`config.mk`:
```
export PLATFORM = sky130hd
export DESIGN_NAME = mcx_ctrl
export DESIGN_NICKNAME = d
export VERILOG_FILES = /design/src/mcx_pkg.sv /design/src/mcx_ctrl.sv
export VERILOG_INCLUDE_DIRS = /design/src /design/src/src
export SDC_FILE = /design/constraint.sdc
export NUM_CORES = 1
export LEC_CHECK = 0
export ABC_AREA = 1
export BUFFER_PORTS_ARGS = -buffer_cell sky130_fd_sc_hd__buf_2
export CELL_PAD_IN_SITES_DETAIL_PLACEMENT = 2
export CELL_PAD_IN_SITES_GLOBAL_PLACEMENT = 2
export CORE_UTILIZATION = 25
export DETAILED_ROUTE_END_ITERATION = 10
export PLACE_DENSITY_LB_ADDON = 0.1
export SETUP_SLACK_MARGIN = 0.4
export SLEW_MARGIN = 40
export SYNTH_ARGS = -nofsm -noshare
export SYNTH_HDL_FRONTEND = slang
export SYNTH_SLANG_ARGS = --single-unit
```
`constraint.sdc`:
```
create_clock -name clk_i -period 2.9 [get_ports clk_i]
set_input_delay 0 -clock clk_i [delete_from_list [all_inputs] [get_ports clk_i]]
set_output_delay 0 -clock clk_i [all_outputs]
set_load 0.005 [all_outputs]
```
`src/mcx_defs.svh`:
```
// register offsets, field positions, reset values and timing counts
// assumes an 8-bit register index carried on wb_adr_i[9:2]
`ifndef MCX_DEFS_SVH
`define MCX_DEFS_SVH
`define MCX_IDX_MEMCFG   8'h66
`define MCX_IDX_MISC     8'h70
`define MCX_IDX_BANKSEL  8'hb1
`define MCX_IDX_CARD     8'hb4
`define MCX_IDX_PMAP0    8'hc0
`define MCX_IDX_STATUS   8'hd0
`define MCX_PMAP_COUNT   12
`define MCX_BIT_MODE     0
`define MCX_BIT_DRAM     1
`define MCX_MS_HI        4
`define MCX_MS_LO        2
`define MCX_BIT_SRAM     0
`define MCX_BIT_ASYM     7
`define MCX_BS_HI        7
`define MCX_BS_LO        6
`define MCX_PMAP_EN      10
`define MCX_RST_MEMCFG   8'h06
`define MCX_RST_MISC     8'h00
`define MCX_RST_BANKSEL  8'h00
`define MCX_RST_CARD     8'h00
`define MCX_RST_PMAP     11'h000
`define MCX_CAS_CYC      4'h5
`define MCX_MAP_BASE     10'h030
`endif

```
`src/mcx_pkg.sv`:
```
// types shared by the memory controller
// assumes mcx_defs.svh holds the numeric constants
package mcx_pkg;
   typedef enum logic [2:0] {
      MODE_SRAM = 3'b001,
      MODE_PAGE = 3'b010,
      MODE_EPM  = 3'b100
   } mcx_mode_t;
   typedef enum logic [6:0] {
      ST_IDLE = 7'b0000001,
      ST_ROW  = 7'b0000010,
      ST_RAS  = 7'b0000100,
      ST_COL  = 7'b0001000,
      ST_CAS  = 7'b0010000,
      ST_SRAM = 7'b0100000,
      ST_DONE = 7'b1000000
   } mcx_state_t;
   typedef struct packed {
      logic [11:0] row;
      logic [11:0] col;
      logic        bank;
      logic        two_bank;
      logic        ok;
   } mcx_map_t;
endpackage : mcx_pkg

```
`src/mcx_ctrl.sv`:
```
// memory controller: cpu local port, wishbone registers, dram/sram pins
// assumes cpu request held until ack; data bus driven only while busy, address and strobe pins always driven
`timescale 1ns/100ps
`include "mcx_defs.svh"

module mcx_ctrl
   import mcx_pkg::*;
#(
   parameter logic [3:0] CAS_CYC = `MCX_CAS_CYC
)(
   input  wire logic        clk_i,
   input  wire logic        rst_i,
   input  wire logic        wb_cyc_i,
   input  wire logic        wb_stb_i,
   input  wire logic        wb_we_i,
   input  wire logic [31:0] wb_adr_i,
   input  wire logic [3:0]  wb_sel_i,
   input  wire logic [31:0] wb_dat_i,
   output logic      [31:0] wb_dat_o,
   output logic             wb_ack_o,
   input  wire logic        cpu_req_i,
   input  wire logic        cpu_we_i,
   input  wire logic [23:1] cpu_addr_i,
   input  wire logic [1:0]  cpu_be_i,
   input  wire logic [15:0] cpu_wdata_i,
   output logic      [15:0] cpu_rdata_o,
   output logic             cpu_ack_o,
   output logic             cpu_err_o,
   output logic             mem_busy_o,
   output logic      [23:12] upper_system_address_o,
   output logic      [11:1] sa_lo_o,
   output logic      [1:0]  ras_n_o,
   output logic      [3:0]  cas_n_o,
   output logic             mwe_n_o,
   input  wire logic [15:0] shared_data_bus_i,
   output logic      [15:0] shared_data_bus_o,
   output logic             shared_data_bus_oe_n_o
);
   // register file
   logic [7:0]  memcfg_r, memcfg_nxt;
   logic [7:0]  misc_r, misc_nxt;
   logic [7:0]  banksel_r, banksel_nxt;
   logic [7:0]  card_r, card_nxt;
   logic [10:0] pmap_r [`MCX_PMAP_COUNT];
   logic        ack_r, ack_nxt;
   logic [31:0] dat_r, dat_nxt;
   logic        wr_en;
   logic [7:0]  idx;
   mcx_mode_t   mode;
   logic        cfg_bad;

   assign idx   = wb_adr_i[9:2];
   assign wr_en = wb_cyc_i && wb_stb_i && wb_we_i && !ack_r && wb_sel_i[0];
   assign wb_ack_o = ack_r;
   assign wb_dat_o = dat_r;

   always_comb
   begin
      memcfg_nxt  = memcfg_r;
      misc_nxt    = misc_r;
      banksel_nxt = banksel_r;
      card_nxt    = card_r;
      ack_nxt     = wb_cyc_i && wb_stb_i && !ack_r;
      dat_nxt     = dat_r;
      if (wr_en && idx == `MCX_IDX_MEMCFG)
         memcfg_nxt = wb_dat_i[7:0];
      else if (wr_en && idx == `MCX_IDX_MISC)
         misc_nxt = wb_dat_i[7:0];
      else if (wr_en && idx == `MCX_IDX_BANKSEL)
         banksel_nxt = wb_dat_i[7:0];
      else if (wr_en && idx == `MCX_IDX_CARD)
         card_nxt = wb_dat_i[7:0];
      if (ack_nxt && !wb_we_i)
      begin
         if (idx == `MCX_IDX_MEMCFG)
            dat_nxt = {24'h000000, memcfg_r};
         else if (idx == `MCX_IDX_MISC)
            dat_nxt = {24'h000000, misc_r};
         else if (idx == `MCX_IDX_BANKSEL)
            dat_nxt = {24'h000000, banksel_r};
         else if (idx == `MCX_IDX_CARD)
            dat_nxt = {24'h000000, card_r};
         else if (idx >= `MCX_IDX_PMAP0 && idx < `MCX_IDX_PMAP0 + 8'(`MCX_PMAP_COUNT))
            dat_nxt = {21'h000000, pmap_r[4'(idx - `MCX_IDX_PMAP0)]};
         else if (idx == `MCX_IDX_STATUS)
            dat_nxt = {27'h0000000, cfg_bad, mode, mem_busy_o};
         else
            dat_nxt = 32'h00000000;
      end
   end

   always_ff @(posedge clk_i)
   begin
      if (rst_i)
      begin
         memcfg_r  <= `MCX_RST_MEMCFG;
         misc_r    <= `MCX_RST_MISC;   // dram interface after reset
         banksel_r <= `MCX_RST_BANKSEL;
         card_r    <= `MCX_RST_CARD;
         ack_r     <= 1'b0;
         dat_r     <= 32'h00000000;
      end
      else
      begin
         memcfg_r  <= memcfg_nxt;
         misc_r    <= misc_nxt;
         banksel_r <= banksel_nxt;
         card_r    <= card_nxt;
         ack_r     <= ack_nxt;
         dat_r     <= dat_nxt;
      end
   end

   // page registers: enable in bit 10, target 16k page in bits 9:0
   genvar g;
   generate
      for (g = 0; g < `MCX_PMAP_COUNT; g++)
      begin : g_pmap
         logic [10:0] pm_nxt;
         always_comb
         begin
            pm_nxt = pmap_r[g];
            if (wr_en && idx == `MCX_IDX_PMAP0 + 8'(g))
               pm_nxt = wb_dat_i[10:0];
         end
         always_ff @(posedge clk_i)
         begin
            if (rst_i)
               pmap_r[g] <= `MCX_RST_PMAP;
            else
               pmap_r[g] <= pm_nxt;
         end
      end
   endgenerate

   // mode and configuration legality
   always_comb
   begin
      if (misc_r[`MCX_BIT_SRAM])
         mode = MODE_SRAM;
      else if (memcfg_r[`MCX_BIT_MODE])
         mode = MODE_EPM;
      else
         mode = MODE_PAGE;
   end

   // row/column multiplexing per bank configuration
   function automatic mcx_map_t addr_map(input logic [23:1] a, input logic [2:0] ms,
                                         input logic asym, input logic [1:0] bs,
                                         input logic enh);
      mcx_map_t m;
      m.row      = 12'h000;
      m.col      = {3'h0, a[9:1]};
      m.bank     = 1'b0;
      m.two_bank = 1'b0;
      m.ok       = 1'b1;
      if (asym)
      begin
         case (bs)
            2'b00: m.row = {3'h0, a[18:10]};
            2'b01:
            begin
               m.row      = {3'h0, a[18:10]};
               m.bank     = a[19];
               m.two_bank = 1'b1;
            end
            2'b10:
            begin
               m.row = {a[20], a[9], a[19:10]};
               m.col = {4'h0, a[8:1]};
            end
            default:
            begin
               m.row = {a[20], a[21], a[19:10]};
               m.col = {4'h0, a[8:1]};
               m.bank = a[9];
               m.ok   = enh;                        // page mode cannot do this
            end
         endcase
      end
      else
      begin
         case (ms)
            3'b001: m.row = {2'h0, a[19:10]};
            3'b010:
            begin
               m.row = {2'h0, a[19:10]};
               m.bank = a[20];
               m.two_bank = 1'b1;
            end
            3'b011:
            begin
               m.row = {2'h0, a[19:11], a[20]};
               m.col = {2'h0, a[10:1]};
            end
            3'b100:
            begin
               m.row = {2'h0, a[19:11], a[20]};
               m.col = {2'h0, a[10:1]};
               m.bank = a[21];
               m.two_bank = 1'b1;
            end
            3'b101:
            begin
               m.row = {1'b0, a[22], a[19:12], a[21], a[20]};
               m.col = {1'b0, a[11:1]};
            end
            3'b110:
            begin
               m.row = {1'b0, a[22], a[19:12], a[21], a[20]};
               m.col = {1'b0, a[11:1]};
               m.bank = a[23];
               m.two_bank = 1'b1;
            end
            default: m.ok = 1'b0;                   // no memory configured
         endcase
      end
      // bank from lowest row bit, row bit 0 from a[19]^a[20]^a[21]^a[23]: adjacent pages alternate banks where row bit 0 is a[10]
      if (enh && m.two_bank && !(asym && bs == 2'b11))
      begin
         m.bank   = m.row[0];
         m.row[0] = a[20] ^ a[21] ^ a[23] ^ a[19];
      end
      return m;
   endfunction : addr_map

   // cpu window remap through the page registers
   logic [23:1] phys_a;
   logic [9:0]  win;
   always_comb
   begin
      phys_a = cpu_addr_i;
      win    = cpu_addr_i[23:14] - `MCX_MAP_BASE;
      if (win < 10'(`MCX_PMAP_COUNT) && pmap_r[4'(win)][`MCX_PMAP_EN])
         phys_a[23:14] = pmap_r[4'(win)][9:0];
   end

   mcx_map_t amap;
   assign amap = addr_map(phys_a, memcfg_r[`MCX_MS_HI:`MCX_MS_LO], card_r[`MCX_BIT_ASYM],
                          banksel_r[`MCX_BS_HI:`MCX_BS_LO], mode == MODE_EPM);
   assign cfg_bad = !amap.ok
                  || (mode == MODE_SRAM && card_r[`MCX_BIT_ASYM])
                  || (mode != MODE_SRAM && !memcfg_r[`MCX_BIT_DRAM]);

   // data input synchroniser: three flops, accept when last two agree
   logic [15:0] din1_r, din2_r, din3_r, din_r, din_nxt;
   always_comb
   begin
      din_nxt = din_r;
      if (din2_r == din3_r)
         din_nxt = din3_r;
   end
   always_ff @(posedge clk_i)
   begin
      if (rst_i)
      begin
         din1_r <= 16'h0000;
         din2_r <= 16'h0000;
         din3_r <= 16'h0000;
         din_r  <= 16'h0000;
      end
      else
      begin
         din1_r <= shared_data_bus_i;
         din2_r <= din1_r;
         din3_r <= din2_r;
         din_r  <= din_nxt;
      end
   end

   // access sequencer, clocked only by the cpu clock
   mcx_state_t  st_r, st_nxt;
   logic [3:0]  cnt_r, cnt_nxt;
   mcx_map_t    map_r, map_nxt;
   logic [23:1] pa_r, pa_nxt;
   logic        we_r, we_nxt, err_r, err_nxt, sram_r, sram_nxt;
   logic [1:0]  be_r, be_nxt;
   logic [15:0] wdat_r, wdat_nxt, rdat_r, rdat_nxt;
   logic [11:0] ma_r, ma_nxt;
   logic [1:0]  ras_r, ras_nxt;
   logic [3:0]  cas_r, cas_nxt;
   logic        mwe_r, mwe_nxt, oe_r, oe_nxt;
   logic [3:0]  lanes;

   assign lanes = map_r.bank ? {~be_r, 2'b11} : {2'b11, ~be_r};

   always_comb
   begin
      st_nxt   = st_r;
      cnt_nxt  = cnt_r;
      map_nxt  = map_r;
      pa_nxt   = pa_r;
      we_nxt   = we_r;
      be_nxt   = be_r;
      wdat_nxt = wdat_r;
      rdat_nxt = rdat_r;
      err_nxt  = err_r;
      sram_nxt = sram_r;
      ma_nxt   = ma_r;
      ras_nxt  = ras_r;
      cas_nxt  = cas_r;
      mwe_nxt  = mwe_r;
      oe_nxt   = oe_r;
      case (st_r)
         ST_IDLE:
         begin
            if (cpu_req_i && !cpu_ack_o)
            begin
               map_nxt  = amap;
               pa_nxt   = phys_a;
               we_nxt   = cpu_we_i;
               be_nxt   = cpu_be_i;
               wdat_nxt = cpu_wdata_i;
               err_nxt  = cfg_bad;
               sram_nxt = mode == MODE_SRAM;
               if (cfg_bad)
                  st_nxt = ST_DONE;
               else if (mode == MODE_SRAM)
               begin
                  // wait states from config bits 1:0; reads also wait out the pin sync
                  cnt_nxt = (memcfg_r[1:0] == 2'b00 ? {3'h0, cpu_we_i}
                          : (memcfg_r[1] ? 4'h2 : 4'h1))
                          + (cpu_we_i ? 4'h0 : CAS_CYC - 4'h1);
                  st_nxt  = ST_SRAM;
                  mwe_nxt = !cpu_we_i;
                  oe_nxt  = !cpu_we_i;
                  cas_nxt = amap.bank ? {~cpu_be_i, 2'b11} : {2'b11, ~cpu_be_i};
               end
               else
               begin
                  ma_nxt = amap.row;
                  st_nxt = ST_ROW;
               end
            end
         end
         ST_ROW:
         begin
            ras_nxt = map_r.bank ? 2'b01 : 2'b10;
            st_nxt  = ST_RAS;
         end
         ST_RAS:
         begin
            ma_nxt  = map_r.col;
            mwe_nxt = !we_r;
            oe_nxt  = !we_r;
            st_nxt  = ST_COL;
         end
         ST_COL:
         begin
            cas_nxt = lanes;
            cnt_nxt = CAS_CYC - 4'h1;
            st_nxt  = ST_CAS;
         end
         ST_CAS, ST_SRAM:
         begin
            if (cnt_r == 4'h0)
            begin
               // sync delay: capture only after data has crossed three flops
               if (!we_r)
                  rdat_nxt = din_r;
               ras_nxt = 2'b11;
               cas_nxt = 4'hf;
               mwe_nxt = 1'b1;
               oe_nxt  = 1'b1;
               st_nxt  = ST_DONE;
            end
            else
               cnt_nxt = cnt_r - 4'h1;
         end
         ST_DONE: st_nxt = ST_IDLE;
         default: st_nxt = ST_IDLE;
      endcase
   end

   always_ff @(posedge clk_i)
   begin
      if (rst_i)
      begin
         st_r   <= ST_IDLE;
         cnt_r  <= 4'h0;
         map_r  <= '0;
         pa_r   <= '0;
         we_r   <= 1'b0;
         be_r   <= 2'b00;
         wdat_r <= 16'h0000;
         rdat_r <= 16'h0000;
         err_r  <= 1'b0;
         sram_r <= 1'b0;
         ma_r   <= 12'h000;
         ras_r  <= 2'b11;
         cas_r  <= 4'hf;
         mwe_r  <= 1'b1;
         oe_r   <= 1'b1;
      end
      else
      begin
         st_r   <= st_nxt;
         cnt_r  <= cnt_nxt;
         map_r  <= map_nxt;
         pa_r   <= pa_nxt;
         we_r   <= we_nxt;
         be_r   <= be_nxt;
         wdat_r <= wdat_nxt;
         rdat_r <= rdat_nxt;
         err_r  <= err_nxt;
         sram_r <= sram_nxt;
         ma_r   <= ma_nxt;
         ras_r  <= ras_nxt;
         cas_r  <= cas_nxt;
         mwe_r  <= mwe_nxt;
         oe_r   <= oe_nxt;
      end
   end

   // pins drive memory directly; no buffer direction logic
   assign mem_busy_o  = st_r != ST_IDLE;
   assign cpu_ack_o   = st_r == ST_DONE;
   assign cpu_err_o   = err_r;
   assign cpu_rdata_o = rdat_r;
   assign ras_n_o     = ras_r;
   assign cas_n_o     = cas_r;
   assign mwe_n_o     = mwe_r;
   assign shared_data_bus_o      = wdat_r;
   assign shared_data_bus_oe_n_o = oe_r;
   assign sa_lo_o = sram_r ? pa_r[11:1] : 11'h000;
   assign upper_system_address_o = sram_r ? pa_r[23:12]
                                 : {ma_r[9:0], ma_r[10], ma_r[11]};
endmodule : mcx_ctrl

```
=== After elaboration in Yosys (flattened, before gate mapping) ===
Memory sizes are Yosys's and may differ from the RTL's.
Index checks and enable logic that the tools add are counted.
W data, S select, Z words.

* Word-level logic and storage cells: 270
* Register bits: 232
* Memories: 1
* RAM bits: 132
* Input bits: 132

* Bitwise logic cells: 21
* $lt $le $gt $ge: 3
* Muxes and demuxes: 82
* Reductions and logical operators: 78
* Equal/unequal tests: 56
* Add/subtract/negate cells: 4

{| class="wikitable"
|+ Memories
! name !! words !! width !! read ports !! clocked after memory_dff !! wr ports !! RTL line !! text
|-
| pmap_r || 12 || 11 || 2 || 0 || 12 || mcx_ctrl.sv:44 || <nowiki>logic [10:0] pmap_r [`MCX_PMAP_COUNT];</nowiki>
|}

{| class="wikitable"
|+ Operators with widths
! cell !! number
|-
| $mux W11 || 30
|-
| $eq A8 B8 Y1 const B || 15
|-
| $mux W12 || 4
|-
| $pmux W12 S2 || 2
|-
| $mux W4 || 10
|-
| $pmux W7 S5 || 1
|-
| $pmux W11 S3 || 1
|-
| $reduce_and A2 Y1 || 16
|-
| $logic_and A1 B1 Y1 || 30
|-
| $mux W27 || 1
|-
| $pmux W4 S3 || 2
|-
| $pmux W11 S2 || 1
|-
| $mux W7 || 3
|-
| $eq A16 B16 Y1 || 1
|-
| $eq A8 B7 Y1 const B || 2
|-
| $reduce_and A5 Y1 || 3
|-
| $eq A3 B3 Y1 const B || 4
|-
| $mux W1 || 12
|-
| $ne A1 B1 Y1 const B || 12
|-
| $ne A2 B2 Y1 const B || 6
|-
| $or A1 B1 Y1 || 12
|-
| $reduce_or A2 Y1 || 6
|-
| $lt A10 B4 Y1 const B || 1
|-
| $mux W10 || 1
|-
| other kinds (40) || 68
|}

=== Longest topological paths before layout ===
Gate-level depths: netlist of the first run.

* Depth in word-level cells: 15
* Mapped depth: 20
* Gate-level depth less buffers: 18

=== Worst setup path before layout of the first run ===
No wires, ideal clock.

* Kind: reg2reg
* Start point: register ack_r, in the netlist wb_ack_o
* End point: memory pmap_r[2][0] (enable)
* Path slack: 0.504 ns
* Required time: 2.503 ns
* Setup time: 0.397 ns
* Period minus slack after synthesis: 2.396 ns
* Arrival: 1.999 ns
* Path buffers: 1
* Stages on the path, launching flop included: 7
* Cell sequence: dfxtp_1 -> nor2_1 -> nand3_1 -> nor2_1 -> buf_2 -> inv_1 -> o31ai_1

{| class="wikitable"
|+ RTL lines
! what !! RTL line !! text
|-
| from (decl) || mcx_ctrl.sv:45 || <nowiki>logic ack_r, ack_nxt;</nowiki>
|-
| from (signal assigned) || mcx_ctrl.sv:109 || <nowiki>ack_r <= ack_nxt;</nowiki>
|-
| to (decl) || mcx_ctrl.sv:44 ||
|}

==> run_results.csv, run 1 <==
group,metric,value,unit
timing,hold_viol_final,0,
power,ir_drop,0.3427,mV
finish,mostFrequentLayoutCells,"nor2_1 (319), nand2_1 (285), inv_1 (202), dfxtp_1 (202), buf_2 (160)",
worst_setup_path,r2r-end,"cas_n_o[2]$_SDFFE_PP1P_",
clocking,cts_buffers,42,
detailed_routing,vias,14420,
worst_setup_path,path_buf_inv,6,
placement,hpwl,45160,µm
clocking,clk_path_buf_depth,3,
placement,preCtsSetupSlack,0.3180,ns
global_route,grt_pass1_wl,96540,µm
finish,fill_cells,7062,
clocking,cts_max_level,2,
worst_setup_path,required,3.19,ns
logic_synthesis,ys_async_sr_fraction,0,%
clocking,cts_tree,"yes",
min_path,min_to,"din3_r[8]$_SDFF_PP0_",
timing,fmax,0.4253,GHz
logic_synthesis,synth_area,15580,µm²
worst_setup_path,slowest_delay,0.54,ns
worst_setup_path,rrSetupSlack,0.69,ns
logic_synthesis,synth_ff_type,"dfxtp_1",
worst_setup_path,cp-start-kind,"primary input",
floorplan,die_area,63320,µm²
worst_setup_path,path_delay_family,"buffers and inverters",
detailed_routing,final_antenna_net_count,0,
min_path,min_from,"rst_i",
power,total_power,12.93,mW
logic_synthesis,postSynthCellCount,1919,
run_status,outcome,"complete, no violations",
logic_synthesis,synth_top_cell_area_share,25.96,%
logic_synthesis,synth_largest_area_cell,"dfxtp_1",
timing,clock_skew,0.01445,ns
global_route,antenna_found_initial,1,
detailed_routing,vias_per_cell,4.768,
clocking,clock_latency,0.59,ns
finish,final_common_cell,"nor2_1",
global_route,grt_pass1_vias,15240,
detailed_routing,drtIter0Drc,701,
worst_setup_path,path_class,"primary input to register",
logic_synthesis,synth_edf_count,132,
detailed_routing,wl_per_cell,21.30,µm
timing,layout_setup_ws,0.5485,ns
timing,slew_viol_final,0,
logic_synthesis,yosys_warnings,0,
global_route,track_usage,20.28,%
clocking,cts_root_buf,"clkbuf_16",
global_route,grt_max_degree,80,
floorplan,fp-row-count,91,
detailed_routing,firstDrtPassIters,5,
power,p_per_area,664.8,nW/µm²
min_path,min_path_type,"primary input to register",
floorplan,core-area,61600,µm²
finish,nets,2290,
logic_synthesis,yosys-top-cells-area,"dfxtp_1 (26%), edfxtp_1 (25%), nor2_1 (7.7%)",
timing,setup-tns-final,0,ns
detailed_routing,drc,0,
worst_setup_path,end_kind,"register",
floorplan,start_util,25.29,%
detailed_routing,routed_wirelength,64400,µm
global_route,grt-ovfl-total,0,
logic_synthesis,yosys_register_bits,334,
clocking,cts.sinks,334,
finish,area_growth,24.83,%
finish,insertedDiodeCount,0,
floorplan,die_y,251.6,µm
logic_synthesis,avgSynthCellArea,8.118,µm²
worst_setup_path,cp_data_arrival_time,2.64,ns
worst_setup_path,reg2reg_from,"pmap_r[11][10]$_SDFFCE_PN0P_",
min_path,min_path_cells,3,
timing,min_period,2.352,ns
timing,max-slew-margin-rel,44.48,%
clocking,clk_pin_slew_worst_paths,0.06,ns
timing,setup_violations,0,
logic_synthesis,yosysSeqAreaShare,51.40,%
worst_setup_path,critPathMaxFanout,12,
worst_setup_path,cp_slowest_cell,"dlygate4sd3_1",
power,p_leak,8.125,nW
logic_synthesis,synthDistinctLibCells,57,
timing,rsz0062_at_grt,"false",
timing,fin_crit_sh,81.09,%
timing,tightest_slew,0.8320,ns
floorplan,die_w,251.6,µm
job,drv_cap,0,
placement,place_congestion,0.7953,
worst_setup_path,ff2ff_path_depth,13,
floorplan,pin_count,231,
placement,io_buffer_count,161,
finish,final_layout_size_suffix_gt1_share,16.78,%
worst_setup_path,path_cells,"dlygate4sd3_1 -> buf_2 -> nand2_1 -> dlygate4sd3_1 -> nor2_1 -> nand3_2 -> nor2_1 -> buf_4 -> inv_1 -> o31ai_1 -> buf_4",
## timing repair
action                                  in CTS  in global routing
resized for setup                            0                  4
hold buffers                                67                  0
endpoints found under the setup margin       0                 17
setup buffers                                0                  0
endpoints found under the hold margin      111                  0
## final cells by class
class                      instances  area (µm²)  area share, %
clock buffer                      56        1134          5.829
clock inverter                    19       201.4          1.036
inverter                         223       847.1          4.356
multi-input combinational       1244        6055          31.13
sequential                       334        8008          41.18
tap                              837        1047          5.385
timing repair buffer             311        2156          11.09
## tightest hold or removal path, cell delays in order
cell,delay [ns]
buf_4,0.13
buf_4,0.28
nor2_1,0.14
## metrics by stage
stage          instance area, µm²  std cells  util (%)  hold slack (ns)
2_1_floorplan               15650       1939         -           0.1070
3_3_place_gp                17420       2882     28.29           0.1996
3_5_place_dp                17430       2882     28.29           0.2107
4_1_cts                     19430       3024     31.55          0.01799
5_1_grt                     19450       3024     31.57          0.05599
6_report                    19450       3024     31.57          0.02243
## state kept, by name, indices dropped and copies added, names as in the netlist, 2 cells and up
| name | count |
|---|---|
| ma_r | 12 |
| din1_r | 16 |
| wb_dat_o | 11 |
| memcfg_r | 8 |
| st_r | 7 |
| cas_n_o | 4 |
| shared_data_bus_o | 16 |
| map_r | 4 |
| be_r | 2 |
| cpu_rdata_o | 16 |
| pmap_r | 132 |
| card_r | 8 |
| banksel_r | 8 |
| din_r | 16 |
| ras_n_o | 2 |
| cnt_r | 4 |
| misc_r | 8 |
| din2_r | 16 |
| din3_r | 16 |
| pa_r | 23 |
## worst max-delay path by stage
| stage | endpoint | slack, ns | startpoint | depth (start not counted) |
|---|---|---|---|---|
| 2_1_floorplan | pmap_r[2][0]$_SDFFCE_PN0P_ | 0.50 | wb_ack_o$_SDFF_PP0_ | 6 |
| 5_1_grt | pmap_r[10][2]$_SDFFCE_PN0P_ | 0.44 | wb_stb_i | 13 |
| 3_5_place_dp | cas_n_o[2]$_SDFFE_PP1P_ | 0.32 | cpu_addr_i[14] | 15 |
| 4_1_cts | pmap_r[3][0]$_SDFFCE_PN0P_ | 0.51 | wb_stb_i | 11 |
| 3_3_place_gp | ma_r[7]$_SDFFE_PP0P_ | 0.39 | cpu_addr_i[14] | 9 |
| 6_report | pmap_r[3][10]$_SDFFCE_PN0P_ | 0.55 | wb_stb_i | 11 |
## report_power, final
group / total (mW) / switching, mW / internal (mW) / leakage [nW]
sequential: 5.48 / 0.211 / 5.27 / 2.98
clock: 5.22 / 2.19 / 3.03 / 0.653
combinational: 2.23 / 1.50 / 0.730 / 4.49
## synth_stat cells (all sizes together) (2+ instances only)
| cell type | count |
|---|---|
| o31ai | 12 |
| xnor2 | 12 |
| a22oi | 24 |
| nand3 | 91 |
| dfxtp | 202 |
| ha | 2 |
| o221ai | 5 |
| nor2 | 328 |
| o22ai | 38 |
| o21ai | 166 |
| buf | 70 |
| a31oi | 6 |
| o2bb2ai | 2 |
| edfxtp | 132 |
| a211oi | 23 |
| nor3 | 9 |
| a221oi | 10 |
| nor4 | 6 |
| o211ai | 7 |
| a21oi | 151 |
| or2 | 3 |
| xor2 | 3 |
| nand2 | 294 |
| mux2 | 3 |
| inv | 222 |
| nand4 | 21 |
| clkbuf | 67 |
| o21bai | 3 |
## layer usage
| metal | vias to the layer above | GRT usage (%) | part of all wire, % |
|---|---|---|---|
| li1 | 6816 | - | - |
| met1 | 7229 | 26.90 | 46 |
| met2 | 274 | 33.71 | 47 |
| met3 | 96 | 3.270 | 3.9 |
| met4 | 2 | 6.132 | 2.7 |
| met5 | - | 0 | 0.026 |
## cells by family (layout without fill, tap and decap cells)
| logic type | after synthesis | in the layout | share of synthesized area (%) |
|---|---|---|---|
| xor gates and xnor gates | 15 | 15 | 0.8433 |
| other | 1 | 21 | 0.02407 |
| muxes | 3 | 3 | 0.2168 |
| buffers and inverters | 361 | 609 | 10.30 |
| AOI/OAI and AO/OA | 450 | 450 | 16.61 |
| and+or+nand+nor | 753 | 753 | 20.45 |
| DFF | 334 | 334 | 51.40 |
| adders and majority gates | 2 | 2 | 0.1606 |
(Power assumes the default switching activity.)
==> inputs of run 2 (changes only) <==
clock period = 2.5 ns   (was 2.9 ns; I/O delays follow)
==> run_results.csv, run 2 (synthesis gave the netlist of run 1 again) <==
group,metric,value,unit
finish,mostFrequentLayoutCells,"nor2_1 (313), nand2_1 (276), inv_1 (199), dfxtp_1 (199), buf_2 (160)",
min_path,min_path_type,"primary input to register",
timing,fmax,0.4856,GHz
finish,area_growth,29.19,%
global_route,grt_pass1_wl,98610,µm
floorplan,die_area,63320,µm²
worst_setup_path,r2r-end,"ma_r[0]$_SDFFE_PP0P_",
clocking,cts_buffers,43,
timing,max-slew-margin-rel,43.84,%
placement,dp.cells,2921,
finish,fill_cells,7003,
power,ir_drop,0.4449,mV
detailed_routing,final_antenna_net_count,0,
finish,regMostFlops,"pmap_r",
timing,hold_viol_final,0,
placement,preCtsSetupSlack,0.06680,ns
finish,final_layout_size_suffix_gt1_share,20.04,%
finish,register_area,8011,µm²
worst_setup_path,slowest_delay,0.36,ns
floorplan,fp-row-count,91,
detailed_routing,drc,0,
worst_setup_path,startpoint,"pmap_r[11][10]$_SDFFCE_PN0P_",
worst_setup_path,path_class,"register to register",
timing,setup_violations,0,
global_route,grt_pass1_vias,15620,
min_path,min_path_cells,6,
finish,largest_reg_flops,132,
detailed_routing,firstDrtPassIters,4,
timing,layout_setup_ws,0.4409,ns
timing,setup-tns-final,0,ns
clocking,cts_tree,"yes",
detailed_routing,routed_wirelength,65690,µm
timing,fin_crit_sh,82.36,%
floorplan,pin_count,231,
timing,tightest_slew,0.8335,ns
clocking,cts_max_level,2,
min_path,min_to,"pa_r[21]$_SDFFE_PP0P_",
finish,layout.cells.non_filler,3077,
finish,reg.largest.list,"pmap_r (132), pa_r (23)",
power,p_per_area,762.1,nW/µm²
global_route,grt-ovfl-total,0,
worst_setup_path,required,2.99,ns
clocking,cts_root_buf,"clkbuf_16",
global_route,track_usage,20.64,%
placement,place_congestion,0.8153,
min_path,min_from,"cpu_addr_i[21]",
detailed_routing,vias,14640,
clocking,cts.sinks,334,
worst_setup_path,end_kind,"register",
global_route,antenna_found_initial,1,
timing,clock_skew,0.02657,ns
worst_setup_path,ff2ff_path_depth,16,
placement,hpwl,46910,µm
worst_setup_path,path_cells,"nand2_1 -> nand3_1 -> nand2_1 -> a21oi_2 -> nand2_4 -> buf_6 -> o21ai_4 -> buf_6 -> nand2_1 -> nand2_1 -> nand2_1 -> nand2_1 -> nand2_1 -> nand2_2 -> nand2_2 -> a21oi_2",
worst_setup_path,critPathMaxFanout,7,
floorplan,start_util,25.29,%
worst_setup_path,cp-start-kind,"register",
clocking,clk_path_buf_depth,3,
clocking,clk_pin_slew_worst_paths,0.06,ns
worst_setup_path,crit_top_cell,"nand2_1",
timing,rsz0062_at_grt,"true",
power,p_leak,8.439,nW
worst_setup_path,rrSetupSlack,0.44,ns
finish,nets,2341,
run_status,outcome,"complete, no violations",
global_route,grt_max_degree,128,
floorplan,die_y,251.6,µm
detailed_routing,drtIter0Drc,758,
placement,io_buffer_count,161,
finish,finish.utilization,32.67,%
timing,min_period,2.059,ns
floorplan,die_w,251.6,µm
finish,final_common_cell,"nor2_1",
floorplan,core-area,61600,µm²
worst_setup_path,cp_data_arrival_time,2.55,ns
finish,multi_input_area,6187,µm²
detailed_routing,vias_per_cell,4.757,
finish,insertedDiodeCount,0,
clocking,clock_latency,0.58,ns
job,drv_cap,0,
timing,slew_viol_final,0,
power,total_power,15.34,mW
worst_setup_path,cp_slowest_cell,"edfxtp_1",
worst_setup_path,reg2reg_from,"pmap_r[11][10]$_SDFFCE_PN0P_",
detailed_routing,wl_per_cell,21.35,µm
-- run 2: cell types whose count changed in the layout (fill, tap and decap cells not counted), sizes merged --
cell / previous run / this run
inv: 225 / 224
clkbuf: 56 / 55
buf: 244 / 294
clkinv: 14 / 19
-- run 2: layer usage --
layer	global-route usage [%]	vias to the layer above	wire, µm
met5	0	-	0
met4	5.836	0	1571
met3	2.744	94	2220
met2	34.02	262	30800
met1	28.10	7354	31100
li1	-	6928	-
-- run 2: layout make-up --
class / count / share of cell area (%)
clock buffers: 55 / 5.819
well taps: 837 / 5.203
multi-input cells: 1244 / 30.74
clock inverters: 23 / 1.082
flip-flops and latches: 334 / 39.80
inverters: 223 / 4.221
repair buffers: 361 / 13.13
-- run 2: worst max-delay path by stage --
| stage | cells past startpoint | slack (ns) | to |
|---|---|---|---|
| 6_report | 16 | 0.44 | ma_r[0]$_SDFFE_PP0P_ |
| 5_1_grt | 16 | 0.29 | ma_r[0]$_SDFFE_PP0P_ |
| 4_1_cts | 11 | 0.40 | shared_data_bus_oe_n_o$_SDFFE_PP1P_ |
| 3_5_place_dp | 16 | 0.07 | cas_n_o[2]$_SDFFE_PP1P_ |
| 3_3_place_gp | 20 | 0.10 | ma_r[0]$_SDFFE_PP0P_ |
| 2_1_floorplan | 6 | 0.10 | pmap_r[2][0]$_SDFFCE_PN0P_ |
-- run 2: worst max-delay path: cells and delay by family, from the launching register on --
| family | cells | cell delay (ns) |
|---|---|---|
| DFF | 1 | 0.36 |
| and+or+nand+nor | 11 | 0.74 |
| buffers and inverters | 2 | 0.30 |
| AOI/OAI and AO/OA | 3 | 0.57 |
-- run 2: report_power, final --
part | total, mW | internal (mW) | switching [mW]
clock | 6.15 | 3.62 | 2.53
combinational | 2.82 | 1.01 | 1.80
sequential | 6.37 | 6.12 | 0.251
-- run 2: through the flow --
stage	instance area [µm²]	hold WS [ns]
3_3_place_gp	17800	0.2006
2_1_floorplan	15650	0.1070
3_5_place_dp	17800	0.2098
6_report	20130	0.04646
5_1_grt	20130	0.06072
4_1_cts	19950	0.01518
-- run 2: repair_timing --
item	4_1_cts	5_1_grt
hold buffers	67	0
resized for setup	11	40
setup buffers	4	7
pin swaps	3	14
endpoints found under the setup margin	185	28
hold endpoints to repair	114	0
